[src/pkg/wesp_pkg.sv]
// Constants shared by the wake event status and enable block.
package wesp_pkg;

    // Register indices; the byte address on the bus is four times the index.
    localparam logic [5:0] WESP_IDX_MASTER   = 6'h02;
    localparam logic [5:0] WESP_IDX_STS_ONE  = 6'h04;
    localparam logic [5:0] WESP_IDX_STS_TWO  = 6'h05;
    localparam logic [5:0] WESP_IDX_STS_FOUR = 6'h07;
    localparam logic [5:0] WESP_IDX_STS_FIVE = 6'h08;
    localparam logic [5:0] WESP_IDX_RSVD_NINE = 6'h09;
    localparam logic [5:0] WESP_IDX_EN_ONE   = 6'h0a;
    localparam logic [5:0] WESP_IDX_EN_TWO   = 6'h0b;
    localparam logic [5:0] WESP_IDX_IRQ_STS  = 6'h10;
    localparam logic [5:0] WESP_IDX_IRQ_MASK = 6'h11;

    // Byte address field of the Wishbone address.
    localparam int WESP_ADR_W   = 8;
    localparam int WESP_IDX_LSB = 2;

    // Reset values, applied on the standby power-on reset only.
    localparam logic [7:0]  WESP_RST_BYTE   = 8'h00;
    localparam logic [31:0] WESP_RST_WORD   = 32'h0000_0000;
    localparam logic        WESP_RST_MASTER = 1'b0;
    localparam logic [1:0]  WESP_RST_IRQ    = 2'h0;
    localparam logic        WESP_RST_WAKE_N = 1'b1;

    // Field positions.
    localparam int WESP_BIT_MASTER    = 0;
    localparam int WESP_BIT_INFRARED  = 0;
    localparam int WESP_BIT_RING_TWO  = 1;
    localparam int WESP_BIT_RING_ONE  = 2;
    localparam int WESP_BIT_KEYBOARD  = 3;
    localparam int WESP_BIT_MOUSE     = 4;
    localparam int WESP_BIT_SPEC_KEY  = 5;
    localparam int WESP_BIT_FAN_ONE   = 6;
    localparam int WESP_BIT_FAN_TWO   = 7;
    localparam int WESP_BIT_IRQ_WAKE  = 0;
    localparam int WESP_BIT_IRQ_EVENT = 1;
    localparam int WESP_IRQ_W         = 2;

endpackage : wesp_pkg

[src/wesp_sticky_bits.sv]
// Sticky status bits: set by events, cleared by writing ones.
`timescale 1ns/10ps
module wesp_sticky_bits
    import wesp_pkg::*;
#(
    parameter int WIDTH = 8
) (
    // Clock and reset.
    input  wire logic             i_clk_sys,
    input  wire logic             i_rst,
    // Events and software clear.
    input  wire logic [WIDTH-1:0] i_set,
    input  wire logic             i_clr_en,
    input  wire logic [WIDTH-1:0] i_clr_bits,
    // Stored bits.
    output logic      [WIDTH-1:0] o_bits
);

    logic [WIDTH-1:0] bits_reg;
    logic [WIDTH-1:0] bits_next;

    // An event in the cycle of a clear keeps its bit set.
    always_comb begin
        bits_next = bits_reg;
        if (i_clr_en) begin
            bits_next = bits_reg & ~i_clr_bits;
        end
        bits_next = bits_next | i_set;
    end

    always_ff @(posedge i_clk_sys or posedge i_rst) begin
        if (i_rst) begin
            bits_reg <= {WIDTH{1'b0}};
        end else begin
            bits_reg <= bits_next;
        end
    end

    assign o_bits = bits_reg;
endmodule : wesp_sticky_bits

[src/wesp_wake_ctrl.sv]
// Wake event status and enable logic with a Wishbone register slave.
`timescale 1ns/10ps
module wesp_wake_ctrl
    import wesp_pkg::*;
(
    // Clock and standby power-on reset.
    input  wire logic                  i_clk_sys,
    input  wire logic                  i_rst,
    // Wishbone classic slave.
    input  wire logic                  i_wb_cyc,
    input  wire logic                  i_wb_stb,
    input  wire logic                  i_wb_we,
    input  wire logic [WESP_ADR_W-1:0] i_wb_adr,
    input  wire logic [3:0]            i_wb_sel,
    input  wire logic [31:0]           i_wb_dat,
    output logic      [31:0]           o_wb_dat,
    output logic                       o_wb_ack,
    // Peripheral wake sources.
    input  wire logic                  i_consumer_infrared_wake,
    input  wire logic                  i_second_serial_ring_wake,
    input  wire logic                  i_first_serial_ring_wake,
    input  wire logic                  i_keyboard_wake,
    input  wire logic                  i_mouse_wake,
    input  wire logic                  i_specific_key_wake,
    input  wire logic                  i_first_fan_speed_wake,
    input  wire logic                  i_second_fan_speed_wake,
    // Pin wake sources.
    input  wire logic [7:0]            i_pin_wake_two,
    input  wire logic [7:0]            i_pin_wake_four,
    input  wire logic [7:0]            i_pin_wake_five,
    // Wake request and interrupt.
    output logic                       o_wake_request_out_n,
    output logic                       o_irq
);

    // Bus decode.
    logic        req;
    logic        acc;
    logic        wr;
    logic [5:0]  idx;
    logic        ack_reg;
    logic [31:0] dat_reg;
    logic [7:0]  rd_next;

    // Register state.
    logic [7:0]  evt_one;
    logic [7:0]  st_one;
    logic [7:0]  st_two;
    logic [7:0]  st_four;
    logic [7:0]  st_five;
    logic [7:0]  en_one_reg;
    logic [7:0]  en_two_reg;
    logic        master_reg;
    logic [WESP_IRQ_W-1:0] irq_sts;
    logic [WESP_IRQ_W-1:0] irq_evt;
    logic [WESP_IRQ_W-1:0] irq_mask_reg;
    logic        irq_reg;

    // Wake qualification.
    logic        wake_any;
    logic        wake_n_reg;

    assign req = i_wb_cyc & i_wb_stb;
    assign idx = i_wb_adr[WESP_ADR_W-1:WESP_IDX_LSB];
    // Writes take effect on the edge where the master sees the acknowledge.
    assign acc = req & ack_reg;
    assign wr  = acc & i_wb_we & i_wb_sel[0];

    // Source bits in the order of the first status and enable pair.
    always_comb begin
        evt_one = 8'h00;
        evt_one[WESP_BIT_INFRARED] = i_consumer_infrared_wake;
        evt_one[WESP_BIT_RING_TWO] = i_second_serial_ring_wake;
        evt_one[WESP_BIT_RING_ONE] = i_first_serial_ring_wake;
        evt_one[WESP_BIT_KEYBOARD] = i_keyboard_wake;
        evt_one[WESP_BIT_MOUSE]    = i_mouse_wake;
        evt_one[WESP_BIT_SPEC_KEY] = i_specific_key_wake;
        evt_one[WESP_BIT_FAN_ONE]  = i_first_fan_speed_wake;
        evt_one[WESP_BIT_FAN_TWO]  = i_second_fan_speed_wake;
    end

    // Status latches take every event, whatever the enables say.
    wesp_sticky_bits #(.WIDTH(8)) u_sts_one (
        .i_clk_sys  (i_clk_sys),
        .i_rst      (i_rst),
        .i_set      (evt_one),
        .i_clr_en   (wr && idx == WESP_IDX_STS_ONE),
        .i_clr_bits (i_wb_dat[7:0]),
        .o_bits     (st_one)
    );

    wesp_sticky_bits #(.WIDTH(8)) u_sts_two (
        .i_clk_sys  (i_clk_sys),
        .i_rst      (i_rst),
        .i_set      (i_pin_wake_two),
        .i_clr_en   (wr && idx == WESP_IDX_STS_TWO),
        .i_clr_bits (i_wb_dat[7:0]),
        .o_bits     (st_two)
    );

    wesp_sticky_bits #(.WIDTH(8)) u_sts_four (
        .i_clk_sys  (i_clk_sys),
        .i_rst      (i_rst),
        .i_set      (i_pin_wake_four),
        .i_clr_en   (wr && idx == WESP_IDX_STS_FOUR),
        .i_clr_bits (i_wb_dat[7:0]),
        .o_bits     (st_four)
    );

    wesp_sticky_bits #(.WIDTH(8)) u_sts_five (
        .i_clk_sys  (i_clk_sys),
        .i_rst      (i_rst),
        .i_set      (i_pin_wake_five),
        .i_clr_en   (wr && idx == WESP_IDX_STS_FIVE),
        .i_clr_bits (i_wb_dat[7:0]),
        .o_bits     (st_five)
    );

    // Enables and the master enable clear only on the standby reset.
    always_ff @(posedge i_clk_sys or posedge i_rst) begin
        if (i_rst) begin
            en_one_reg <= WESP_RST_BYTE;
            en_two_reg <= WESP_RST_BYTE;
        end else if (wr && idx == WESP_IDX_EN_ONE) begin
            en_one_reg <= i_wb_dat[7:0];
        end else if (wr && idx == WESP_IDX_EN_TWO) begin
            en_two_reg <= i_wb_dat[7:0];
        end
    end

    always_ff @(posedge i_clk_sys or posedge i_rst) begin
        if (i_rst) begin
            master_reg <= WESP_RST_MASTER;
        end else if (wr && idx == WESP_IDX_MASTER) begin
            master_reg <= i_wb_dat[WESP_BIT_MASTER];
        end
    end

    always_ff @(posedge i_clk_sys or posedge i_rst) begin
        if (i_rst) begin
            irq_mask_reg <= WESP_RST_IRQ;
        end else if (wr && idx == WESP_IDX_IRQ_MASK) begin
            irq_mask_reg <= i_wb_dat[WESP_IRQ_W-1:0];
        end
    end

    // A source wakes only with its status, its enable and the master set.
    assign wake_any = master_reg
        & (|((st_one & en_one_reg) | (st_two & en_two_reg)));

    always_ff @(posedge i_clk_sys or posedge i_rst) begin
        if (i_rst) begin
            wake_n_reg <= WESP_RST_WAKE_N;
        end else begin
            wake_n_reg <= ~wake_any;
        end
    end

    assign o_wake_request_out_n = wake_n_reg;

    // Interrupt events: a new wake request, and any source event.
    always_comb begin
        irq_evt = WESP_RST_IRQ;
        irq_evt[WESP_BIT_IRQ_WAKE]  = wake_any & wake_n_reg;
        irq_evt[WESP_BIT_IRQ_EVENT] = |{evt_one, i_pin_wake_two,
                                        i_pin_wake_four, i_pin_wake_five};
    end

    wesp_sticky_bits #(.WIDTH(WESP_IRQ_W)) u_irq_sts (
        .i_clk_sys  (i_clk_sys),
        .i_rst      (i_rst),
        .i_set      (irq_evt),
        .i_clr_en   (wr && idx == WESP_IDX_IRQ_STS),
        .i_clr_bits (i_wb_dat[WESP_IRQ_W-1:0]),
        .o_bits     (irq_sts)
    );

    always_ff @(posedge i_clk_sys or posedge i_rst) begin
        if (i_rst) begin
            irq_reg <= 1'b0;
        end else begin
            irq_reg <= |(irq_sts & irq_mask_reg);
        end
    end

    assign o_irq = irq_reg;

    // Read mux; reserved and unmapped slots read as zero.
    always_comb begin
        rd_next = WESP_RST_BYTE;
        case (idx)
            WESP_IDX_MASTER: begin
                rd_next[WESP_BIT_MASTER] = master_reg;
            end
            WESP_IDX_STS_ONE: begin
                rd_next = st_one;
            end
            WESP_IDX_STS_TWO: begin
                rd_next = st_two;
            end
            WESP_IDX_STS_FOUR: begin
                rd_next = st_four;
            end
            WESP_IDX_STS_FIVE: begin
                rd_next = st_five;
            end
            WESP_IDX_RSVD_NINE: begin
                rd_next = WESP_RST_BYTE;
            end
            WESP_IDX_EN_ONE: begin
                rd_next = en_one_reg;
            end
            WESP_IDX_EN_TWO: begin
                rd_next = en_two_reg;
            end
            WESP_IDX_IRQ_STS: begin
                rd_next[WESP_IRQ_W-1:0] = irq_sts;
            end
            WESP_IDX_IRQ_MASK: begin
                rd_next[WESP_IRQ_W-1:0] = irq_mask_reg;
            end
            default: begin
                rd_next = WESP_RST_BYTE;
            end
        endcase
    end

    // One wait state: acknowledge one cycle after the request, one cycle long.
    always_ff @(posedge i_clk_sys or posedge i_rst) begin
        if (i_rst) begin
            ack_reg <= 1'b0;
        end else begin
            ack_reg <= req & ~ack_reg;
        end
    end

    always_ff @(posedge i_clk_sys or posedge i_rst) begin
        if (i_rst) begin
            dat_reg <= WESP_RST_WORD;
        end else if (req && !ack_reg) begin
            dat_reg <= {24'h00_0000, rd_next};
        end
    end

    assign o_wb_ack = ack_reg;
    assign o_wb_dat = dat_reg;
endmodule : wesp_wake_ctrl

[config.mk]
export PLATFORM = sky130hd
export DESIGN_NAME = wesp_wake_ctrl
export DESIGN_NICKNAME = d
export VERILOG_FILES = /design/src/pkg/wesp_pkg.sv /design/src/wesp_sticky_bits.sv /design/src/wesp_wake_ctrl.sv
export SDC_FILE = /design/constraint.sdc
export NUM_CORES = 1
export LEC_CHECK = 0
export BUFFER_PORTS_ARGS = -buffer_cell sky130_fd_sc_hd__clkbuf_2
export CAP_MARGIN = 10
export CELL_PAD_IN_SITES_DETAIL_PLACEMENT = 0
export CELL_PAD_IN_SITES_GLOBAL_PLACEMENT = 1
export CORE_MARGIN = 1
export CORE_UTILIZATION = 30
export DETAILED_ROUTE_END_ITERATION = 10
export HOLD_SLACK_MARGIN = 0.12
export PLACE_DENSITY = 0.7
export SLEW_MARGIN = 20
export SYNTH_ARGS = -nofsm -noshare
export SYNTH_HDL_FRONTEND = slang
export SYNTH_SLANG_ARGS = --single-unit
[constraint.sdc]
create_clock -name i_clk_sys -period 5.4 [get_ports i_clk_sys]
set_input_delay 0.54 -clock i_clk_sys [delete_from_list [all_inputs] [get_ports i_clk_sys]]
set_output_delay 0.54 -clock i_clk_sys [all_outputs]
set_load 0.03 [all_outputs]
==> flow_summary_export.csv, run 1 <==
group,metric,value,unit
critical_path,r2r_start,"o_wb_ack",
logic_synthesis,avgSynthCellArea,10.7,um^2
timing,slew_headroom,45.2,%
detailed_routing,drt-initial-drc-count,163,
die,boundaryPins,116,
power_and_ir_drop,p_seq_share,48.3,%
timing,post-route-period-util,41.6,%
power_and_ir_drop,power.switching,286,uW
detailed_routing,drc_errors,0,
clock_tree,cts_tree,"yes",
layout,antennaDiodeCount,0,
detailed_routing,drtAntennaViolNets,0,
logic_synthesis,synth_area,3230,um^2
timing,fin_setup_tns,0,ns
logic_synthesis,yosys_warnings,0,
timing,skew,0.00717,ns
logic_synthesis,synth_area_leaders,"dfrtp_1 49%, mux2_2 8.7%, a21o_1 7.4%, buf_4 5.8%, nand2_1 5.2%",
critical_path,crit_arrival,2.48,ns
logic_synthesis,netlist_instances,301,
timing,fin_crit,2.25,ns
power_and_ir_drop,sw_frac_of_total,27.9,%
detailed_routing,viasPerCell,5.12,
layout,fillers,1085,
critical_path,path_class,"input port to flip-flop",
power_and_ir_drop,power_frac_comb,12.8,%
die,rows,37,
placed_design,port_buffers,62,
critical_path,ff2ff_path_depth,5,
grt,grt_overflow_total,0,
clock_tree,clockBufferDepth,2,
grt,antenna_found_initial,0,
logic_synthesis,synth-seq-cells,64,
timing,setup_slack,3.15,ns
clock_tree,cts_sinks,64,
timing,fmax,445,MHz
critical_path,crit_required,5.64,ns
clock_tree,cts_resized,0,
critical_path,ff2ff_setup_slack,3.42,ns
run_status,run_status,"completed",
layout,syn2layout_area_growth,16.9,%
hold_path,worst_hold_path.endpoint,"u_sts_two.o_bits[3]",
die,fp.dieH,106,um
timing,rsz0062_at_grt,"no",
layout,regArea,1600,um^2
detailed_routing,routed_wl,9220,um
detailed_routing,num_vias,2578,
logic_synthesis,async_flop_share,100,%
critical_path,critPathCaptureType,"flip-flop",
clock_tree,ctsHoldBuffers,0,
placed_design,place_ws,2.81,ns
logic_synthesis,synth_edf_count,0,
die,die-area,11200,um^2
placed_design,routabilityCongestion,0.759,
grt,first_global_vias,2587,
detailed_routing,drtPass1Iterations,4,
clock_tree,path_clk_slew,0.07,ns
grt,grt_pass1_wl,14600,um
critical_path,path_max_fanout,11,
clock_tree,cts_made_buffers,9,
timing,hold_viol,0,
power_and_ir_drop,p_per_area,272,nW/um^2
power_and_ir_drop,internal_power,740,uW
die,initial_utilization,31.2,%
timing,finalSetupViolations,0,
die,die_w,106,um
power_and_ir_drop,clkPwrFrac,38.9,%
clock_tree,cts_max_level,3,
logic_synthesis,synth_commonest_cells,"63 x dfrtp_1, 45 x nand2_1, 32 x a21o_1",
clock_tree,clock_latency,0.35,ns
flow_run,cap_violations,0,
clock_tree,clockRootBuffer,"clkbuf_8",
placed_design,dp_hpwl,6610,um
placed_design,dpl.cell_count,489,
critical_path,rr_endpoint,"u_sts_four.o_bits[2]",
logic_synthesis,yosysTopAreaCell,"dfrtp_1",
logic_synthesis,yosysSeqAreaShare,49.6,%
grt,grt_use_total,17.8,%
hold_path,worst_hold_path_type,"input port to flip-flop",
hold_path,hold_depth,2,
detailed_routing,routedWlPerCell,18.3,um
die,coreArea,10400,um^2
layout,multi_input_area,1470,um^2
timing,worst_slew_pin_slew,0.822,ns
layout,stdcell_count,504,
logic_synthesis,yosysTopAreaCellShare,48.8,%
layout,nets,445,
layout,drive_gt1_share,30.2,%
logic_synthesis,ys_types,43,
power_and_ir_drop,p_leak,1.58,nW
logic_synthesis,yosysMostFrequentCell,"dfrtp_1",
grt,grt_max_degree,65,
timing,report.final.slew_viol_count,0,
critical_path,start_kind,"input port",
clock_tree,post_cts_buffers,0,
hold_path,holdCritStartpoint,"i_pin_wake_two[3]",
logic_synthesis,yosys_most_used_dff,"dfrtp_1",
power_and_ir_drop,irDropWorstVdd,0.0000945,V
[cells by family after synthesis]
logic type / synth area share, %
and+or+nand+nor: 14.5
AOI/OAI and AO/OA: 18.9
DFF: 49.6
buffers and inverters: 7.59
muxes: 9.33
other: 0.116
[layer usage]
metal | GRT usage, % | vias up | routed length (um)
met3 | 5.19 | 15 | 832
met4 | 6.05 | 0 | 127
met2 | 26.8 | 112 | 4180
met5 | 0 | - | 0
met1 | 24.4 | 1261 | 4080
li1 | - | 1190 | -
[final cells by class]
type / instances / area share (%)
Inverter: 1 / 0.0993
Sequential cell: 64 / 42.4
Multi-Input combinational cell: 222 / 38.9
Timing Repair Buffer: 66 / 9.01
Clock inverter: 2 / 0.331
Clock buffer: 13 / 4.74
Tap cell: 136 / 4.50
[power groups by stage]
stage | Clock, mW | Sequential, mW | Combinational, mW
finish | 0.399 | 0.496 | 0.131
floorplan | 0 | 0.522 | 0.0736
global route | 0.426 | 0.497 | 0.143
detailed placement | 0 | 0.505 | 0.133
CTS | 0.409 | 0.496 | 0.133
global placement | 0 | 0.505 | 0.133
[how the worst max path moves through the flow]
stage | from | end | slack, ns | depth (start not counted)
finish | i_wb_adr[7] | en_two_reg[6] | 3.15 | 6
global route | i_wb_adr[7] | en_two_reg[5] | 3.06 | 6
CTS | i_wb_adr[7] | en_two_reg[7] | 3.18 | 6
detailed placement | i_wb_adr[7] | en_two_reg[7] | 2.81 | 6
global placement | i_wb_adr[7] | en_two_reg[4] | 2.77 | 6
floorplan | i_rst | en_one_reg[0] | 3.26 | 1
[cells in the final DEF (no fill, tap or decap), types with 2 or more instances in the layout]
cell      Yosys  final
a21o_1       32     32
a21oi_1       6      6
a221oi_1      4      4
a22o_1       11     11
a22oi_1       2      2
a31oi_1       6      6
a32o_1        7      7
a32oi_1       2      2
and3_1        5      5
buf_4        25      4
clkbuf_2      0     62
clkbuf_8      0     13
conb_1        1     24
dfrtp_1      63     63
mux2_2       25     25
mux2i_1       2      2
nand2_1      45     45
nand2b_1      2      2
nand3_1       4      4
nand4_1       5      5
nor2_1       11     11
nor2b_1       2      2
nor4_1        8      8
nor4b_1       2      2
o21ai_0       2      2
[through the flow]
step	instance area, um^2	power, mW	hold WS [ns]	util [%]
after global placement	3590	0.638	0.454	34.6
after floorplan	3320	0.596	0.408	-
after CTS	3780	1.04	0.364	36.4
after detailed placement	3590	0.638	0.458	34.6
after global routing	3780	1.07	0.370	36.4
final	3780	1.03	0.380	36.4
[worst max-delay path, cell delays in order]
cell and delay [ns]:
clkbuf_2 0.11, nor4b_1 0.30, buf_4 0.26, and3_1 0.48
nand2_1 0.40, mux2_2 0.39
Note: power is estimated with default switching activity, not from simulation.
==> inputs of run 2 (changes only) <==
Clock period 5.4 ns to 2.3 ns, I/O delays scaled along.
==> run 2 against run 1 <==
  * Clock power rose to 2.5 times the previous value
  * Critical path type is now flip-flop to flip-flop
  * Critical endpoint is now u_sts_four.o_bits[7]
  * Highest routed layer unchanged
  * Count of clock-buffer cells in the layout decreased by 3
  * Largest power group unchanged
  * Via count up 8.7%
==> flow_summary_export.csv, run 2 (synthesized netlist as in run 1, its figures left out) <==
group,metric,value,unit
detailed_routing,num_vias,2802,
detailed_routing,drc_errors,0,
clock_tree,cts_tree,"yes",
timing,report.final.slew_viol_count,0,
clock_tree,path_clk_slew,0.08,ns
clock_tree,post_cts_buffers,0,
clock_tree,clockRootBuffer,"clkbuf_8",
grt,first_global_vias,2813,
critical_path,start_kind,"flip-flop",
detailed_routing,drt-initial-drc-count,139,
clock_tree,clockBufferDepth,2,
power_and_ir_drop,p_leak,1.77,nW
detailed_routing,routed.top_layer,"met4",
clock_tree,cts_max_level,3,
flow_run,cap_violations,0,
clock_tree,ctsHoldBuffers,33,
layout,stdcell_count,545,
power_and_ir_drop,p_per_area,603,nW/um^2
hold_path,worst_hold_path_type,"input port to flip-flop",
timing,slew_headroom,58.9,%
power_and_ir_drop,internal_power,1.81,mW
critical_path,critPathCaptureType,"flip-flop",
die,boundaryPins,116,
timing,worst_slew_pin_slew,0.611,ns
power_and_ir_drop,clkPwrFrac,39.6,%
layout,layout_commonest_cell,"dfrtp_1",
layout,syn2layout_area_growth,29.6,%
power_and_ir_drop,sw_frac_of_total,28.3,%
placed_design,port_buffers,62,
power_and_ir_drop,p_seq_share,46.0,%
detailed_routing,met1_length,4320,um
placed_design,dp_hpwl,6810,um
timing,fin_crit,1.74,ns
detailed_routing,viasPerCell,5.14,
detailed_routing,met2WireLength,4400,um
clock_tree,cts_resized,0,
die,initial_utilization,31.2,%
power_and_ir_drop,power.switching,716,uW
critical_path,crit_arrival,1.99,ns
detailed_routing,drtPass1Iterations,4,
critical_path,crit_required,2.55,ns
timing,fmax,573,MHz
die,rows,37,
grt,grt_max_degree,65,
timing,hold_viol,0,
layout,final_cell_mix,"63 x dfrtp_1, 62 x clkbuf_2, 45 x nand2_1",
placed_design,routabilityCongestion,0.792,
grt,antenna_found_initial,0,
layout,drive_gt1_share,29.1,%
detailed_routing,drtAntennaViolNets,0,
detailed_routing,dr_wl_met3,800,um
clock_tree,cts_sinks,64,
placed_design,dpl.cell_count,496,
critical_path,path_class,"flip-flop to flip-flop",
layout,antennaDiodeCount,0,
clock_tree,cts_made_buffers,9,
grt,grt_overflow_total,0,
run_status,run_status,"completed",
detailed_routing,routed_wl,9620,um
critical_path,path_max_fanout,8,
timing,finalSetupViolations,0,
clock_tree,clock_latency,0.35,ns
power_and_ir_drop,irDropWorstVdd,0.000281,V
detailed_routing,routedWlPerCell,17.6,um
hold_path,hold_depth,3,
timing,fin_setup_tns,0,ns
layout,nets,485,
critical_path,ff2ff_path_depth,6,
die,die_w,106,um
power_and_ir_drop,power_frac_comb,14.4,%
die,die-area,11200,um^2
die,coreArea,10400,um^2
grt,grt_use_total,18.5,%
die,fp.dieH,106,um
timing,skew,0.00841,ns
timing,rsz0062_at_grt,"no",
grt,grt_pass1_wl,15300,um
timing,post-route-period-util,75.8,%
## run 2: cell count changes in the layout (fill, tap and decap cells not counted)
cell,delta
buf_12,+1
buf_4,+6
dlygate4sd3_1,+33
clkbuf_8,-3
clkinv_4,+3
bufinv_16,+1
## run 2: layout make-up
class	count	area (um^2)
Fill cell	1058	6180
Sequential cell	64	1600
Multi-Input combinational cell	222	1470
Timing Repair Buffer	106	736
Tap cell	136	170
Clock buffer	10	138
Clock inverter	6	68.8
Inverter	1	3.75
## run 2: power by group through the flow
| stage | clock (mW) | sequential (mW) | combinational (mW) |
|---|---|---|---|
| after global placement | 0 | 1.19 | 0.319 |
| after floorplan | 0 | 1.23 | 0.173 |
| final | 1.00 | 1.16 | 0.364 |
| after CTS | 1.03 | 1.16 | 0.366 |
| after detailed placement | 0 | 1.19 | 0.321 |
| after global routing | 1.07 | 1.17 | 0.394 |
## run 2: critical path, cell delays in order (launching register included)
cell     delay, ns
dfrtp_1       0.41
nand3_1       0.17
nor2_1        0.13
buf_4         0.17
and4_1        0.46
nand2_1       0.11
a21o_1        0.18
## run 2: metrics by stage
| stage | utilization (%) | total power, mW | hold WS [ns] | cell area (um^2) | setup slack, ns |
|---|---|---|---|---|---|
| global placement | 35.2 | 1.50 | 0.317 | 3650 | 0.404 |
| CTS | 40.4 | 2.56 | 0.196 | 4190 | 0.570 |
| global route | 40.4 | 2.64 | 0.213 | 4190 | 0.433 |
| detailed placement | 35.2 | 1.51 | 0.320 | 3650 | 0.438 |
| finish | 40.4 | 2.53 | 0.204 | 4190 | 0.556 |
| floorplan | - | 1.40 | 0.322 | 3320 | 0.474 |
## run 2: path summary, 6_finish.rpt
kind,from,endpoint,slack (ns)
hold reg to reg,master_reg,o_wake_request_out_n,0.47
setup / recovery,o_wb_ack,u_sts_four.o_bits[7],0.56
hold / removal,i_wb_dat[4],u_sts_one.o_bits[4],0.20
max in group asynchronous,i_rst,o_wake_request_out_n,1.52
setup reg to reg,o_wb_ack,u_sts_four.o_bits[7],0.56
min in group asynchronous,i_rst,en_one_reg[0],0.48
## run 2: layer usage
layer	GRT usage (%)	up-vias
li1	-	1269
met4	6.15	0
met1	24.3	1400
met2	29.5	121
met3	4.58	12
met5	0	-
==> inputs of run 3 (changes only) <==
Clock period 2.3 ns to 1.8 ns, I/O delays scaled along.
==> run 3 against run 2 <==
  * Clock skew rose by 0.00099 ns
  * Sequential share of layout area fell by 0.83 points
  * Clock power rose by 27%
  * Count of clock-buffer cells in the layout rose by 3
  * Critical path type is now input port to flip-flop
  * Register-to-register slack got worse by 0.32 ns
  * Flip-flop and latch count did not move
  * Die area did not move
  * Hold slack got worse by 0.034 ns
  * Critical path depth fell by 1
  * Critical endpoint is now u_irq_sts.o_bits[1]
  * First-iteration DRC count fell by 0.72%
  * Power rose by 27%
==> flow_summary_export.csv, run 3 (synthesized netlist as in run 1, its figures left out) <==
group,metric,value,unit
run_status,run_status,"completed",
layout,drive_gt1_share,30.3,%
placed_design,routabilityCongestion,0.785,
die,rows,37,
layout,layout_commonest_cell,"dfrtp_1",
critical_path,ff2ff_setup_slack,0.24,ns
power_and_ir_drop,p_leak,1.83,nW
timing,rsz0062_at_grt,"no",
die,die-area,11200,um^2
hold_path,worst_hold_path_type,"input port to flip-flop",
clock_tree,clockRootBuffer,"clkbuf_8",
grt,antenna_found_initial,0,
detailed_routing,num_vias,2766,
layout,stdcell_count,555,
grt,grt_pass1_wl,14900,um
timing,slew_headroom,63.2,%
hold_path,hold_depth,3,
placed_design,port_buffers,62,
timing,report.final.slew_viol_count,0,
detailed_routing,viasPerCell,4.98,
clock_tree,post_cts_buffers,0,
grt,first_global_vias,2771,
critical_path,path_max_fanout,2,
clock_tree,path_clk_slew,0.07,ns
critical_path,critPathCaptureType,"flip-flop",
clock_tree,cts_made_buffers,9,
die,fp.dieH,106,um
placed_design,dpl.cell_count,506,
detailed_routing,met1_length,4460,um
hold_path,holdCritStartpoint,"i_wb_dat[4]",
critical_path,r2r_start,"u_sts_two.o_bits[0]",
detailed_routing,drt-initial-drc-count,138,
detailed_routing,drc_errors,0,
power_and_ir_drop,irDropWorstVdd,0.000337,V
clock_tree,cts_max_level,3,
grt,grt_use_total,17.9,%
clock_tree,cts_tree,"yes",
die,boundaryPins,116,
critical_path,crit_arrival,1.84,ns
critical_path,path_class,"input port to flip-flop",
flow_run,cap_violations,0,
hold_path,worst_hold_path.endpoint,"u_sts_four.o_bits[4]",
critical_path,start_kind,"input port",
detailed_routing,routed.top_layer,"met4",
timing,fmax,620,MHz
detailed_routing,routedWlPerCell,17.1,um
timing,fin_crit,1.61,ns
die,die_w,106,um
detailed_routing,dr_wl_met3,576,um
grt,grt_overflow_total,0,
timing,post-route-period-util,89.6,%
power_and_ir_drop,p_per_area,753,nW/um^2
layout,antennaDiodeCount,0,
clock_tree,clockBufferDepth,2,
placed_design,dp_hpwl,6900,um
grt,grt_max_degree,65,
detailed_routing,drtAntennaViolNets,0,
timing,worst_slew_pin_slew,0.547,ns
layout,final_cell_mix,"63 x dfrtp_1, 62 x clkbuf_2, 45 x nand2_1",
critical_path,crit_required,2.03,ns
timing,fin_setup_tns,0,ns
critical_path,ff2ff_path_depth,4,
die,coreArea,10400,um^2
layout,nets,495,
clock_tree,cts_resized,0,
clock_tree,cts_sinks,64,
timing,hold_viol,0,
timing,skew,0.00939,ns
detailed_routing,drtPass1Iterations,4,
clock_tree,ctsHoldBuffers,33,
detailed_routing,routed_wl,9500,um
die,initial_utilization,31.2,%
clock_tree,clock_latency,0.34,ns
detailed_routing,met2WireLength,4320,um
timing,finalSetupViolations,0,
layout,syn2layout_area_growth,32.5,%
critical_path,rr_endpoint,"u_irq_sts.o_bits[0]",
## run 3: cell count changes in the layout (fill, tap and decap cells not counted), sizes merged
| cell | before | now |
|---|---|---|
| clkinvlp | 1 | 0 |
| clkbuf | 72 | 75 |
| clkinv | 4 | 2 |
| buf | 11 | 21 |
## run 3: layout make-up
cell class / instances / area (um^2)
fill: 1041 / 6090
inverter: 1 / 3.75
clock inverter: 3 / 40.0
tap: 136 / 170
multi-input combinational: 222 / 1470
timing repair buffer: 116 / 836
sequential: 64 / 1600
clock buffer: 13 / 159
## run 3: how the worst max path moves through the flow
stage                              startpoint              endpoint  slack [ns]  cells past startpoint
after CTS                 u_sts_two.o_bits[0]   u_irq_sts.o_bits[0]        0.21                      4
after floorplan                      o_wb_ack  u_sts_four.o_bits[0]       0.003                      6
final                       i_pin_wake_two[3]   u_irq_sts.o_bits[1]        0.19                      5
after global routing      u_sts_one.o_bits[3]   u_irq_sts.o_bits[0]        0.12                      4
after detailed placement          i_wb_adr[7]  u_sts_five.o_bits[6]        0.03                      8
after global placement            i_wb_adr[4]   u_irq_sts.o_bits[1]        0.07                      6
## run 3: per-layer routing
metal | vias up | track usage (%)
met5 | - | 0
met4 | 0 | 6.65
met3 | 11 | 3.71
met2 | 102 | 27.7
met1 | 1361 | 24.6
li1 | 1292 | -
## run 3: where the power goes
| part | switching (mW) | total [mW] | internal (mW) |
|---|---|---|---|
| Clock | 0.554 | 1.27 | 0.712 |
| Sequential | 0.0185 | 1.49 | 1.47 |
| Combinational | 0.298 | 0.469 | 0.171 |
| Total | 0.871 | 3.22 | 2.35 |
## run 3: worst max-delay path, cell delays in order
cell and delay (ns):
dlygate4sd3_1 0.53, clkbuf_2 0.11, nor4_1 0.51, nand4_1 0.22
a211o_1 0.28
## run 3: metrics by stage
stage / instance area, um^2 / utilization (%) / setup WS [ns] / power [mW] / hold slack (ns)
global route: 4280 / 41.3 / 0.123 / 3.34 / 0.183
detailed placement: 3750 / 36.2 / 0.0300 / 1.93 / 0.270
CTS: 4280 / 41.3 / 0.210 / 3.26 / 0.154
finish: 4280 / 41.3 / 0.187 / 3.22 / 0.169
floorplan: 3320 / - / 0.00327 / 1.79 / 0.272
global placement: 3750 / 36.2 / 0.0734 / 1.93 / 0.264
